<file path="src/mpw_pkg.sv">
package mpw_pkg;
  localparam int AXI_AW = 32;
  localparam int FB_AW = 21;
  localparam int FB_SEL_BIT = 24;
  localparam logic [7:0] OFF_MODE = 8'h00;
  localparam logic [7:0] OFF_ROP = 8'h04;
  localparam logic [7:0] OFF_PMASK = 8'h08;
  localparam logic [7:0] OFF_PXMASK = 8'h0c;
  localparam logic [7:0] OFF_STATUS = 8'h10;
  localparam int SRC_FMT_LSB = 8;
  localparam int SRC_SEL_LSB = 11;
  localparam int DST_FMT_LSB = 8;
  localparam int DST_SEL_LSB = 10;
  localparam int ROP_LSB = 0;
  localparam logic [2:0] SRC_PACKED = 3'h0;
  localparam logic [2:0] SRC_UNPACKED = 3'h1;
  localparam logic [1:0] DST_PACKED = 2'h0;
  localparam logic [1:0] DST_UNPACKED = 2'h1;
  localparam logic [1:0] LANE_TAG = 2'h3;
  localparam logic [31:0] MODE_RST = 32'h0000_0000;
  localparam logic [31:0] ROP_RST = 32'h0000_0003;
  localparam logic [31:0] PMASK_RST = 32'hffff_ffff;
  localparam logic [31:0] PXMASK_ALL = 32'hffff_ffff;
  localparam logic [1:0] RESP_OKAY = 2'h0;
  localparam logic [1:0] RESP_SLVERR = 2'h2;
  typedef struct packed {
    logic write;
    logic [FB_AW-1:0] addr;
    logic [63:0] wdata;
    logic [7:0] be;
  } mpw_mem_req_type;
  typedef enum {S_IDLE, S_RREQ, S_RWAIT, S_WREQ, S_BRESP, S_RRESP} mpw_state_type;
endpackage

</file>
<file path="src/mpw_pixel_write.sv">
// The register addresses and register access over AXI4-Lite were chosen for this implementation.
`timescale 1ns/100ps
module mpw_pixel_write (
  input wire logic aclk,
  input wire logic aresetn,
  input wire logic [mpw_pkg::AXI_AW-1:0] s_axi_awaddr,
  input wire logic s_axi_awvalid,
  output logic s_axi_awready,
  input wire logic [31:0] s_axi_wdata,
  input wire logic [3:0] s_axi_wstrb,
  input wire logic s_axi_wvalid,
  output logic s_axi_wready,
  output logic [1:0] s_axi_bresp,
  output logic s_axi_bvalid,
  input wire logic s_axi_bready,
  input wire logic [mpw_pkg::AXI_AW-1:0] s_axi_araddr,
  input wire logic s_axi_arvalid,
  output logic s_axi_arready,
  output logic [31:0] s_axi_rdata,
  output logic [1:0] s_axi_rresp,
  output logic s_axi_rvalid,
  input wire logic s_axi_rready,
  output mpw_pkg::mpw_mem_req_type mem_req,
  output logic mem_valid,
  input wire logic mem_ready,
  input wire logic mem_rvalid,
  input wire logic [63:0] mem_rdata
);
  import mpw_pkg::*;

  mpw_state_type st_reg;
  logic aw_got_reg, w_got_reg, ar_got_reg;
  logic [AXI_AW-1:0] awaddr_reg, araddr_reg;
  logic [31:0] wdata_reg;
  logic [3:0] wstrb_reg;
  logic [31:0] mode_config_reg, logic_combine_code_reg, plane_mask_reg, pixel_byte_mask_reg;
  logic [15:0] fb_writes_reg;
  logic op_read_reg, q_reg;
  logic [127:0] rbuf_reg;
  logic [1:0] bresp_reg, rresp_reg;
  logic [31:0] rdata_reg;
  mpw_mem_req_type mem_req_reg;

  logic [2:0] src_fmt;
  logic [1:0] src_sel, dst_fmt, dst_sel;
  logic [3:0] logic_combine_code;
  logic unp_src, unp_dst, op_unp;
  logic [3:0] register_byte_mask, wr_mask;
  logic [127:0] src_x, rbuf_next;
  logic [15:0] en_x;
  logic [23:0] op_addr;
  logic q_last;
  logic [63:0] merged;
  logic [7:0] merged_be;
  logic [31:0] fb_view, reg_view;
  logic reg_hit;

  function automatic logic [7:0] lane_get(input logic [31:0] dw, input logic [1:0] sel);
    lane_get = dw[8*sel +: 8];
  endfunction
  function automatic logic [31:0] lane_put(input logic [7:0] px, input logic [1:0] sel);
    lane_put = 32'h0000_0000;
    lane_put[8*sel +: 8] = px;
  endfunction
  function automatic logic [7:0] combine8(input logic [3:0] code, input logic [7:0] s,
                                          input logic [7:0] d);
    for (int i = 0; i < 8; i++) begin
      combine8[i] = code[{~s[i], ~d[i]}];
    end
  endfunction
  function automatic logic [31:0] strobe_merge(input logic [31:0] old, input logic [31:0] nw,
                                               input logic [3:0] strb);
    for (int i = 0; i < 4; i++) begin
      strobe_merge[8*i +: 8] = strb[i] ? nw[8*i +: 8] : old[8*i +: 8];
    end
  endfunction

  assign src_fmt = mode_config_reg[SRC_FMT_LSB +: 3];
  assign src_sel = mode_config_reg[SRC_SEL_LSB +: 2];
  assign dst_fmt = logic_combine_code_reg[DST_FMT_LSB +: 2];
  assign dst_sel = logic_combine_code_reg[DST_SEL_LSB +: 2];
  assign logic_combine_code = logic_combine_code_reg[ROP_LSB +: 4];
  assign unp_src = (src_fmt == SRC_UNPACKED);
  assign unp_dst = (dst_fmt == DST_UNPACKED);
  assign register_byte_mask = pixel_byte_mask_reg[3:0];
  assign wr_mask = wstrb_reg & register_byte_mask;
  assign op_addr = op_read_reg ? araddr_reg[23:0] : awaddr_reg[23:0];
  // writes look at destination fields only
  assign op_unp = op_read_reg ? unp_src : unp_dst;
  // unpacked spans the aligned 16 bytes, two qwords
  assign q_last = op_unp ? 1'b1 : op_addr[3];
  assign reg_hit = (araddr_reg[7:0] <= OFF_STATUS) && (araddr_reg[1:0] == 2'h0);

  // expand the write into a 16-byte window
  always_comb begin
    src_x = 128'h0;
    en_x = 16'h0;
    for (int k = 0; k < 4; k++) begin
      if (unp_dst) begin
        src_x[32*k +: 32] = lane_put(wdata_reg[8*k +: 8], dst_sel);
        en_x[4*k + 32'(dst_sel)] = wr_mask[k];
      end else if (op_addr[3:2] == 2'(k)) begin
        // four maskable bytes at the dword
        src_x[32*k +: 32] = wdata_reg;
        en_x[4*k +: 4] = wr_mask;
      end
    end
  end

  // read-modify-write of one qword
  always_comb begin
    for (int b = 0; b < 8; b++) begin
      logic [7:0] s, d, pm, r;
      s = src_x[64*q_reg + 8*b +: 8];
      d = mem_rdata[8*b +: 8];
      pm = plane_mask_reg[8*(b % 4) +: 8];
      r = combine8(logic_combine_code, s, d);
      merged[8*b +: 8] = (r & pm) | (d & ~pm);
      merged_be[b] = en_x[8*q_reg + b];
    end
  end

  // read view includes the returning qword, so rdata stands with rvalid
  always_comb begin
    rbuf_next = rbuf_reg;
    rbuf_next[64*q_reg +: 64] = mem_rdata;
    fb_view = rbuf_next[32*araddr_reg[3:2] +: 32];
    // source select only on unpacked source reads
    if (unp_src) begin
      for (int k = 0; k < 4; k++) begin
        fb_view[8*k +: 8] = lane_get(rbuf_next[32*k +: 32], src_sel);
      end
    end
  end

  always_comb begin
    case (araddr_reg[7:0])
      OFF_MODE: reg_view = mode_config_reg;
      OFF_ROP: reg_view = logic_combine_code_reg;
      OFF_PMASK: reg_view = plane_mask_reg;
      OFF_PXMASK: reg_view = pixel_byte_mask_reg;
      OFF_STATUS: reg_view = {16'h0, fb_writes_reg};
      default: reg_view = 32'h0;
    endcase
  end

  assign s_axi_awready = !aw_got_reg;
  assign s_axi_wready = !w_got_reg;
  assign s_axi_arready = !ar_got_reg;
  assign s_axi_bvalid = (st_reg == S_BRESP);
  assign s_axi_rvalid = (st_reg == S_RRESP);
  assign s_axi_bresp = bresp_reg;
  assign s_axi_rresp = rresp_reg;
  assign s_axi_rdata = rdata_reg;
  assign mem_req = mem_req_reg;
  assign mem_valid = (st_reg == S_RREQ) || (st_reg == S_WREQ);

  // address and data captured in either order, held to the response
  always_ff @(posedge aclk) begin
    if (!aresetn) begin
      aw_got_reg <= 1'b0;
      w_got_reg <= 1'b0;
      ar_got_reg <= 1'b0;
      awaddr_reg <= '0;
      araddr_reg <= '0;
      wdata_reg <= 32'h0;
      wstrb_reg <= 4'h0;
    end else begin
      if (s_axi_awvalid && s_axi_awready) begin
        aw_got_reg <= 1'b1;
        awaddr_reg <= s_axi_awaddr;
      end
      if (s_axi_wvalid && s_axi_wready) begin
        w_got_reg <= 1'b1;
        wdata_reg <= s_axi_wdata;
        wstrb_reg <= s_axi_wstrb;
      end
      if (s_axi_arvalid && s_axi_arready) begin
        ar_got_reg <= 1'b1;
        araddr_reg <= s_axi_araddr;
      end
      if (s_axi_bvalid && s_axi_bready) begin
        aw_got_reg <= 1'b0;
        w_got_reg <= 1'b0;
      end
      if (s_axi_rvalid && s_axi_rready) begin
        ar_got_reg <= 1'b0;
      end
    end
  end

  // one access at a time; writes win over reads
  always_ff @(posedge aclk) begin
    if (!aresetn) begin
      st_reg <= S_IDLE;
      op_read_reg <= 1'b0;
      q_reg <= 1'b0;
      rbuf_reg <= 128'h0;
      mem_req_reg <= '0;
      bresp_reg <= RESP_OKAY;
      rresp_reg <= RESP_OKAY;
      rdata_reg <= 32'h0;
    end else begin
      case (st_reg)
        S_IDLE: begin
          if (aw_got_reg && w_got_reg) begin
            op_read_reg <= 1'b0;
            bresp_reg <= RESP_OKAY;
            if (awaddr_reg[FB_SEL_BIT]) begin
              st_reg <= S_RREQ;
              q_reg <= unp_dst ? 1'b0 : awaddr_reg[3];
              mem_req_reg <= '{1'b0, {awaddr_reg[23:4], (unp_dst ? 1'b0 : awaddr_reg[3])},
                               64'h0, 8'h00};
            end else begin
              st_reg <= S_BRESP;
              if ((awaddr_reg[7:0] > OFF_PXMASK) || (awaddr_reg[1:0] != 2'h0)) begin
                bresp_reg <= RESP_SLVERR;
              end
            end
          end else if (ar_got_reg) begin
            op_read_reg <= 1'b1;
            if (araddr_reg[FB_SEL_BIT]) begin
              st_reg <= S_RREQ;
              q_reg <= unp_src ? 1'b0 : araddr_reg[3];
              mem_req_reg <= '{1'b0, {araddr_reg[23:4], (unp_src ? 1'b0 : araddr_reg[3])},
                               64'h0, 8'h00};
            end else begin
              st_reg <= S_RRESP;
              rdata_reg <= reg_view;
              rresp_reg <= reg_hit ? RESP_OKAY : RESP_SLVERR;
            end
          end
        end
        S_RREQ: begin
          if (mem_ready) st_reg <= S_RWAIT;
        end
        S_RWAIT: begin
          if (mem_rvalid) begin
            if (op_read_reg) begin
              rbuf_reg <= rbuf_next;
              if (q_reg == q_last) begin
                st_reg <= S_RRESP;
                rresp_reg <= RESP_OKAY;
                rdata_reg <= fb_view;
              end else begin
                st_reg <= S_RREQ;
                q_reg <= 1'b1;
                mem_req_reg.addr[0] <= 1'b1;
              end
            end else begin
              st_reg <= S_WREQ;
              mem_req_reg <= '{1'b1, mem_req_reg.addr, merged, merged_be};
            end
          end
        end
        S_WREQ: begin
          if (mem_ready) begin
            if (q_reg == q_last) begin
              st_reg <= S_BRESP;
            end else begin
              st_reg <= S_RREQ;
              q_reg <= 1'b1;
              mem_req_reg <= '{1'b0, {mem_req_reg.addr[FB_AW-1:1], 1'b1}, 64'h0, 8'h00};
            end
          end
        end
        S_BRESP: begin
          if (s_axi_bready) st_reg <= S_IDLE;
        end
        S_RRESP: begin
          if (s_axi_rready) st_reg <= S_IDLE;
        end
        default: st_reg <= S_IDLE;
      endcase
    end
  end

  // control registers; no access overlaps a frame-buffer operation
  always_ff @(posedge aclk) begin
    if (!aresetn) begin
      mode_config_reg <= MODE_RST;
      logic_combine_code_reg <= ROP_RST;
      plane_mask_reg <= PMASK_RST;
      pixel_byte_mask_reg <= PXMASK_ALL;
      fb_writes_reg <= 16'h0;
    end else if (st_reg == S_IDLE && aw_got_reg && w_got_reg && !awaddr_reg[FB_SEL_BIT]) begin
      case (awaddr_reg[7:0])
        OFF_MODE: mode_config_reg <= strobe_merge(mode_config_reg, wdata_reg, wstrb_reg);
        OFF_ROP: logic_combine_code_reg <= strobe_merge(logic_combine_code_reg, wdata_reg, wstrb_reg);
        OFF_PMASK: plane_mask_reg <= strobe_merge(plane_mask_reg, wdata_reg, wstrb_reg);
        OFF_PXMASK: begin
          pixel_byte_mask_reg <= strobe_merge(pixel_byte_mask_reg, wdata_reg, wstrb_reg);
        end
        default: fb_writes_reg <= fb_writes_reg;
      endcase
    end else if (st_reg == S_WREQ && mem_ready && q_reg == q_last) begin
      // unmask all bytes after each frame-buffer write
      pixel_byte_mask_reg <= PXMASK_ALL;
      fb_writes_reg <= fb_writes_reg + 16'h1;
    end
  end
endmodule

</file>
<file path="config.mk">
export PLATFORM = sky130hd
export DESIGN_NAME = mpw_pixel_write
export DESIGN_NICKNAME = d
export VERILOG_FILES = /design/src/mpw_pkg.sv /design/src/mpw_pixel_write.sv
export SDC_FILE = /design/constraint.sdc
export NUM_CORES = 2
export LEC_CHECK = 0
export BUFFER_PORTS_ARGS = -buffer_cell sky130_fd_sc_hd__clkbuf_2
export CAP_MARGIN = 20
export CORE_ASPECT_RATIO = 1.4
export CORE_UTILIZATION = 38
export DETAILED_ROUTE_END_ITERATION = 8
export GPL_TIMING_DRIVEN = 0
export MAX_ROUTING_LAYER = met4
export PLACE_DENSITY = 0.64
export SETUP_SLACK_MARGIN = 0.05
export SYNTH_ARGS = -nofsm -noshare
export SYNTH_HDL_FRONTEND = slang
export SYNTH_SLANG_ARGS = --single-unit
</file>
<file path="constraint.sdc">
create_clock -name aclk -period 3.5 [get_ports aclk]
set_input_delay 0.7 -clock aclk [delete_from_list [all_inputs] [get_ports aclk]]
set_output_delay 0.7 -clock aclk [all_outputs]
set_load 0.05 [all_outputs]
</file>
# Yosys cells after proc, flatten, opt, wreduce, memory -nomap -nowiden
# Cells that the tools add are included.
# word_totals
in_bits,173
elab_cells,675
regBits,525
output_inout_bits,136
# classes
n_reduce_logical,62
n_bitwise,166
addsub,20
n_shift,20
n_eq_ne,44
magnitude_cmp,82
mux,245
# op_table
cell,n
$shiftx A128 B9 Y8,7
$mux W32,26
$mux W94,7
$pmux W94 S3,1
$lt A2 B3 Y1 const B,64
$pmux W32 S6,1
$pmux W32 S5,1
$shiftx A8 B34 Y32,4
$not A1 Y1,132
$and A32 B32 Y32,4
$and A8 B8 Y8,16
$bmux W1 S2,64
$bwmux W128,1
$shift A64 B34 Y128 const A,1
$shiftx A128 B8 Y32,1
$shiftx A128 B8 Y8,1
$shiftx A32 B6 Y8,4
$shiftx A64 B34 Y128,1
$eq A32 B2 Y1 const B,3
$eq A32 B3 Y1 const B,3
$mux W1,93
$mux W72,1
$eq A32 B4 Y1 const B,2
$logic_not A32 Y1,2
other kinds (62),199

# Logic depth before layout (Yosys ltp)
# depth
word_depth,17
mapped_depth,10
ltp_nobuf,8

# Worst setup path before layout
# No wires, ideal clock.
# synth_path
path_type,register to register
startpoint,register st_reg[2]
endpoint,register fb_writes_reg[15]
arrival_time_ps,2568
n_path_buf,1
setup_ps,70
setup_slack_ps,862
stages_incl_launch_ff,7
period_less_slack_ps,2638
required_ps,3430
cell_sequence,dfxtp_1 > buf_2 > nor2_1 > nand4_2 > or4_4 > or3_1 > a21oi_1
# synth_via
elab_chain_len,6
elab_cells_between_ends,9
classes_between,eq/ne: 1; bitwise: 1; reduce/logical: 7
# synth_lines
item,line_no,source
start: declaration,mpw_pixel_write.sv:31,mpw_state_type st_reg;
start signal: assignment,mpw_pixel_write.sv:195,st_reg <= S_IDLE;
start signal: assignment,mpw_pixel_write.sv:210,st_reg <= S_RREQ;
start signal: assignment,mpw_pixel_write.sv:215,st_reg <= S_BRESP;
$logic_not A32 Y1,mpw_pixel_write.sv:286,end else if (st_reg == S_IDLE && aw_got_reg && w_got_reg && !awaddr_reg[FB_SEL_BIT]) begin
$logic_and A1 B1 Y1 (3 in a row),mpw_pixel_write.sv:286,
$not A1 Y1 (no source line),n/a,
$reduce_and A2 Y1 (no source line) *,n/a,
end signal: assignment,mpw_pixel_write.sv:294,default: fb_writes_reg <= fb_writes_reg;
end signal: assignment,mpw_pixel_write.sv:299,fb_writes_reg <= fb_writes_reg + 16'h1;
end: declaration,mpw_pixel_write.sv:37,logic [15:0] fb_writes_reg;
# Mark *: on every way between the ends. The rest lies on a longest branch, timed or not.
# A chain may end at the register's enable or synchronous reset.

# Worst setup path after layout
# layout_path
startpoint,register q_reg
endpoint,"register mem_req_reg, in the netlist mem_req[71]"
# layout_via
elab_chain_len,10
elab_cells_between_ends,13
classes_between,add/sub: 1; eq/ne: 2; shift: 1; mux: 5; bitwise: 3; reduce/logical: 1
# layout_lines
item,line_no,source
start: declaration,mpw_pixel_write.sv:38,"logic op_read_reg, q_reg;"
start signal: assignment,mpw_pixel_write.sv:211,q_reg <= unp_dst ? 1'b0 : awaddr_reg[3];
start signal: assignment,mpw_pixel_write.sv:224,q_reg <= unp_src ? 1'b0 : araddr_reg[3];
$add A7 B6 Y8,mpw_pixel_write.sv:114,s = src_x[64*q_reg + 8*b +: 8];
$shiftx A128 B9 Y8,mpw_pixel_write.sv:114,
$not A1 Y1,mpw_pixel_write.sv:68,"combine8[i] = code[{~s[i], ~d[i]}];"
$bmux W1 S2,mpw_pixel_write.sv:68,
$mux W1 (not written as such),mpw_pixel_write.sv:68,
$and A8 B8 Y8,mpw_pixel_write.sv:118,merged[8*b +: 8] = (r & pm) | (d & ~pm);
$or A8 B8 Y8,mpw_pixel_write.sv:118,
$mux W72,mpw_pixel_write.sv:239,if (op_read_reg) begin
$mux W94,mpw_pixel_write.sv:238,if (mem_rvalid) begin
$pmux W94 S3,mpw_pixel_write.sv:204,case (st_reg)
end signal: assignment,mpw_pixel_write.sv:212,"mem_req_reg <= '{1'b0, {awaddr_reg[23:4], (unp_dst ? 1'b0 : awaddr_reg[3])},"
end signal: assignment,mpw_pixel_write.sv:225,"mem_req_reg <= '{1'b0, {araddr_reg[23:4], (unp_src ? 1'b0 : araddr_reg[3])},"
end signal: assignment,mpw_pixel_write.sv:252,"mem_req_reg <= '{1'b1, mem_req_reg.addr, merged, merged_be};"
end: declaration,mpw_pixel_write.sv:42,mpw_mem_req_type mem_req_reg;
# Several ways; a longest one is shown, not always the timed one. The select of a mux whose other input is x is not followed.

==> impl.org <==
** Run status
- Run status :: finished with violations
- Violated checks :: negative setup slack

** Synthesis
- Post-synthesis cell area :: 0.0278 sq mm
- Top_reg_cell synth :: sky130_fd_sc_hd__dfxtp_1
- Fraction of the yosys area taken by sequential cells :: between 30% and 40%
- Multiplexer share of the synthesized area :: between 20% and 30%
- By area, the combinational part of the netlist is dominated by multiplexers.
- Compound-cell area share of the yosys netlist :: 20.7%
- Xor and xnor fraction of the mapped netlist area :: 0.378%
- Post-Synth Adder-Cell Area :: 0.270%
- Fraction of registers with async set/reset :: 0%
- Summing the areas of all and, or, nand and nor instances in the mapped netlist gives around 17% of the synthesized area.
- Post-synthesis area per instance :: 8.32 sq um
- In the synthesized netlist, the number of instances is 3347.
- Distinct cell type count after synthesis :: 78
- Seq cells post-synth :: a little under 500
- Yosys printed 0 warnings.
- Post-synth EDFFs :: 0

** Place
- IO buf count :: 230
- Summed over all nets, the half-perimeter wirelength after detailed placement is ~120 mm.
- The placed instances occupy a cell area of approximately 0.030 sq mm.
- Routability-driven placement finished with a final weighted congestion of ~1.1.

** Critical path
- Along the worst path, the maximum fanout reaches 10.
- Required time at the worst-slack endpoint :: ~4 ns
- Walking the worst path, the cells encountered are clkbuf_2 -> clkbuf_1 -> buf_2 -> a311oi_1 -> a21oi_1 -> mux2i_1 -> o21ai_1.
- The largest single stage delay on the critical path is around 0.61 ns.
- The setup path with the least slack is of type reg2reg.
- Slowest stage cell, crit path :: sky130_fd_sc_hd__clkbuf_1
- Capturing element type of the critical path :: register
- STA classifies the critical path startpoint as a register.
- For the worst flop-to-flop path, the logic depth is 7.
- At the worst endpoint, the arrival time is between 4 and 5 ns.

** Global routing
- Entering global routing, the biggest net connects 15 pins.
- Total global routing overflow :: 0
- Global-route wire length before repair :: around 210 mm
- GRT Resource Usage Total :: 41.1%
- Antenna violations before repair :: 8
- The via count of the first global-routing pass is about 28k.

** Detailed routing
- Total number of vias :: 29.7k
- Final WL :: between 150 and 200 mm
- Count of routing violations after the opening detailed-route iteration :: 3731
- WL/cell :: 32.5 microns
- Dividing the detail-routed via count by the number of cells gives ~6.4.
- In this run the remaining antenna-violating nets after routing total 0.
- The first TritonRoute pass finished after 6 iterations.
- Remaining design rule violation count :: 0

** STA
- Setup violations remaining at the end of the flow were counted as 2.
- Unrepaired setup endpoints after global routing :: true
- At the pin with the least slew margin, the transition time is between 1 and 1.5 ns.
- Across the routed clock network, the largest skew measured is ~0.035 ns.
- Final worst-path setup slack :: -0.00780 ns
- Max_slew headroom :: 14.2%
- For the finished layout, the period the worst path requires is 3.51 ns.
- After routing, the total negative slack on setup checks comes to -0.00835 ns.
- For this run, the top clock speed supported by timing is around 290 MHz.
- The count of pins over their slew limit was 0.
- Final period util :: 100%
- Hold Fails Final Rpt :: 0
- WHS :: ~0.24 ns

** Floorplan
- The core region is a little over 0.07 sq mm.
- The die covers 0.0744 sq mm.
- The die is between 200 and 250 microns wide.
- For this configuration, the core starts out at a cell density of between 30% and 40%.
- Num ports :: about 310
- Die H :: around 320 microns
- Row generation in the floorplan step produced around 120 rows.

** Clock tree
- CTS sink count :: between 400 and 500
- TritonCTS built the clock tree.
- For the worst-skew pair, the clock arrives at the later sink with an insertion delay of ~0.66 ns.
- After clock tree synthesis, the clock-pin slew on the worst setup and hold paths is roughly 0.070 ns.
- After clock tree synthesis, the setup repair step added 0 buffers.
- Total CTS buffers :: 52
- No sink is reached through more buffers than the 3 on the longest clock path.
- Cell chosen for the clock root :: sky130_fd_sc_hd__clkbuf_16
- CTS H-Tree Depth :: 2

** Power
- Overall Power :: approximately 18000 uW
- P per Cell Area :: between 500 and 600 mW/mm^2
- The analysis attributes to cell leakage a power of 0.0115 uW.
- Highest ir drop seen on vdd :: approximately 400 uV

** Layout
- Number of flip-flops in the largest register :: between 100 and 150
- Share of post-route cells with drive strength above 1 :: 16.0%
- Most common cell after layout, fill and taps aside :: sky130_fd_sc_hd__nand2_1
- Cell area after layout :: around 0.032 sq mm
- The area growth from synthesis to layout is 16.3%.
- Number of nets at the end of the flow :: 3817
- Most used cells in the layout excluding fill and tap cells :: 671 x sky130_fd_sc_hd__nand2_1, 493 x sky130_fd_sc_hd__dfxtp_1, 425 x sky130_fd_sc_hd__a21oi_1

** Flow run
- Max-cap violations in this run came to 0.

** Worst hold path
- Hold/Removal Path Class :: in2reg
- Hold path cells :: 2
-- cell type report --
| cell class | instances | area, sq um |
|---|---|---|
| Antenna cell | 13 | 32.5 |
| Sequential cell | 494 | 9890 |
| Buffer | 357 | 1470 |
| Inverter | 29 | 109 |
| Multi-Input combinational cell | 2466 | 16500 |
| Clock buffer | 71 | 1510 |
| Tap cell | 952 | 1190 |
| Clock inverter | 27 | 395 |
| Fill cell | 7513 | 40200 |
| Timing Repair Buffer | 238 | 1260 |
-- synth_stat cells, types with 14 or more instances --
library cell | count | area [sq um]
sky130_fd_sc_hd__buf_2 | 48 | 240
sky130_fd_sc_hd__a221o_1 | 14 | 140
sky130_fd_sc_hd__buf_1 | 29 | 109
sky130_fd_sc_hd__o22a_1 | 32 | 280
sky130_fd_sc_hd__o21ai_0 | 85 | 425
sky130_fd_sc_hd__a211oi_1 | 37 | 278
sky130_fd_sc_hd__o31ai_1 | 24 | 180
sky130_fd_sc_hd__a21oi_1 | 425 | 2130
sky130_fd_sc_hd__nor3_1 | 37 | 185
sky130_fd_sc_hd__a32oi_1 | 19 | 166
sky130_fd_sc_hd__o211ai_1 | 38 | 285
sky130_fd_sc_hd__a221oi_1 | 18 | 158
sky130_fd_sc_hd__clkbuf_1 | 279 | 1050
sky130_fd_sc_hd__nor2_1 | 147 | 552
sky130_fd_sc_hd__a22oi_1 | 52 | 390
sky130_fd_sc_hd__nor2b_1 | 48 | 300
sky130_fd_sc_hd__mux2i_1 | 283 | 2830
sky130_fd_sc_hd__mux2_2 | 37 | 417
sky130_fd_sc_hd__mux4_2 | 114 | 2570
sky130_fd_sc_hd__o21ai_1 | 70 | 350
sky130_fd_sc_hd__dfxtp_1 | 494 | 9890
sky130_fd_sc_hd__o22ai_1 | 15 | 93.8
sky130_fd_sc_hd__nand2_1 | 671 | 2520
sky130_fd_sc_hd__nand3_1 | 49 | 245
sky130_fd_sc_hd__nand2b_1 | 19 | 119
sky130_fd_sc_hd__a31oi_1 | 55 | 344
sky130_fd_sc_hd__inv_1 | 27 | 101
sky130_fd_sc_hd__nand4_1 | 14 | 87.6
-- cells by family after synthesis --
family | after synthesis
adder cells (fa/ha/maj) | 6
AND/OR/NAND/NOR | 1064
AO/OA/AOI/OAI | 943
other | 1
multiplexers | 439
XOR/XNOR | 12
buffers and inverters | 388
flip-flops | 494
-- metal layers --
| layer | vias up | track usage (%) | routed length (microns) |
|---|---|---|---|
| li1 | 12600 | - | - |
| met1 | 14400 | 44.1 | 52200 |
| met2 | 2023 | 62.8 | 67700 |
| met3 | 667 | 9.94 | 14300 |
| met4 | 0 | 36.7 | 17000 |
| met5 | - | - | 0 |
-- path summary, 6_finish.rpt --
kind / from / slack, ns / to
worst max-delay path: q_reg / -0.008 / mem_req[71]
worst min-delay path: s_axi_rready / 0.24 / ar_got_reg
worst min register to register: mem_req[70] / 0.45 / mem_req[70]
worst max register to register: q_reg / -0.008 / mem_req[71]
-- per-stage QoR --
| stage | cells | utilization (%) | setup WS [ns] |
|---|---|---|---|
| after CTS | 4631 | 44.4 | 0.0299 |
| after floorplan | 3348 | - | 0.862 |
| after detailed placement | 4534 | 41.6 | -0.472 |
| final | 4647 | 44.6 | -0.00780 |
| after global routing | 4641 | 44.6 | 0.0375 |
| after global placement | 4530 | 41.6 | -0.527 |
-- where the power goes --
group	internal (uW)	switching, uW	leakage, uW
Combinational	1520	3920	0.00661
Sequential	5890	229	0.00400
Clock	3710	2640	0.000934
-- worst max-delay path, delay by kind of cell (launching register included) --
kind | cells | cell delay (ns)
compound gates | 3 | 1.04
flops | 1 | 0.34
mux | 1 | 0.31
buf+inv | 3 | 1.66
-- timing repair --
item | in CTS | in global routing
pin swaps | 0 | 0
endpoints found under the setup margin | 195 | 135
hold buffers | 0 | 0
resized for setup | 19 | 29
No activity file was read; power rests on OpenSTA's default activity.
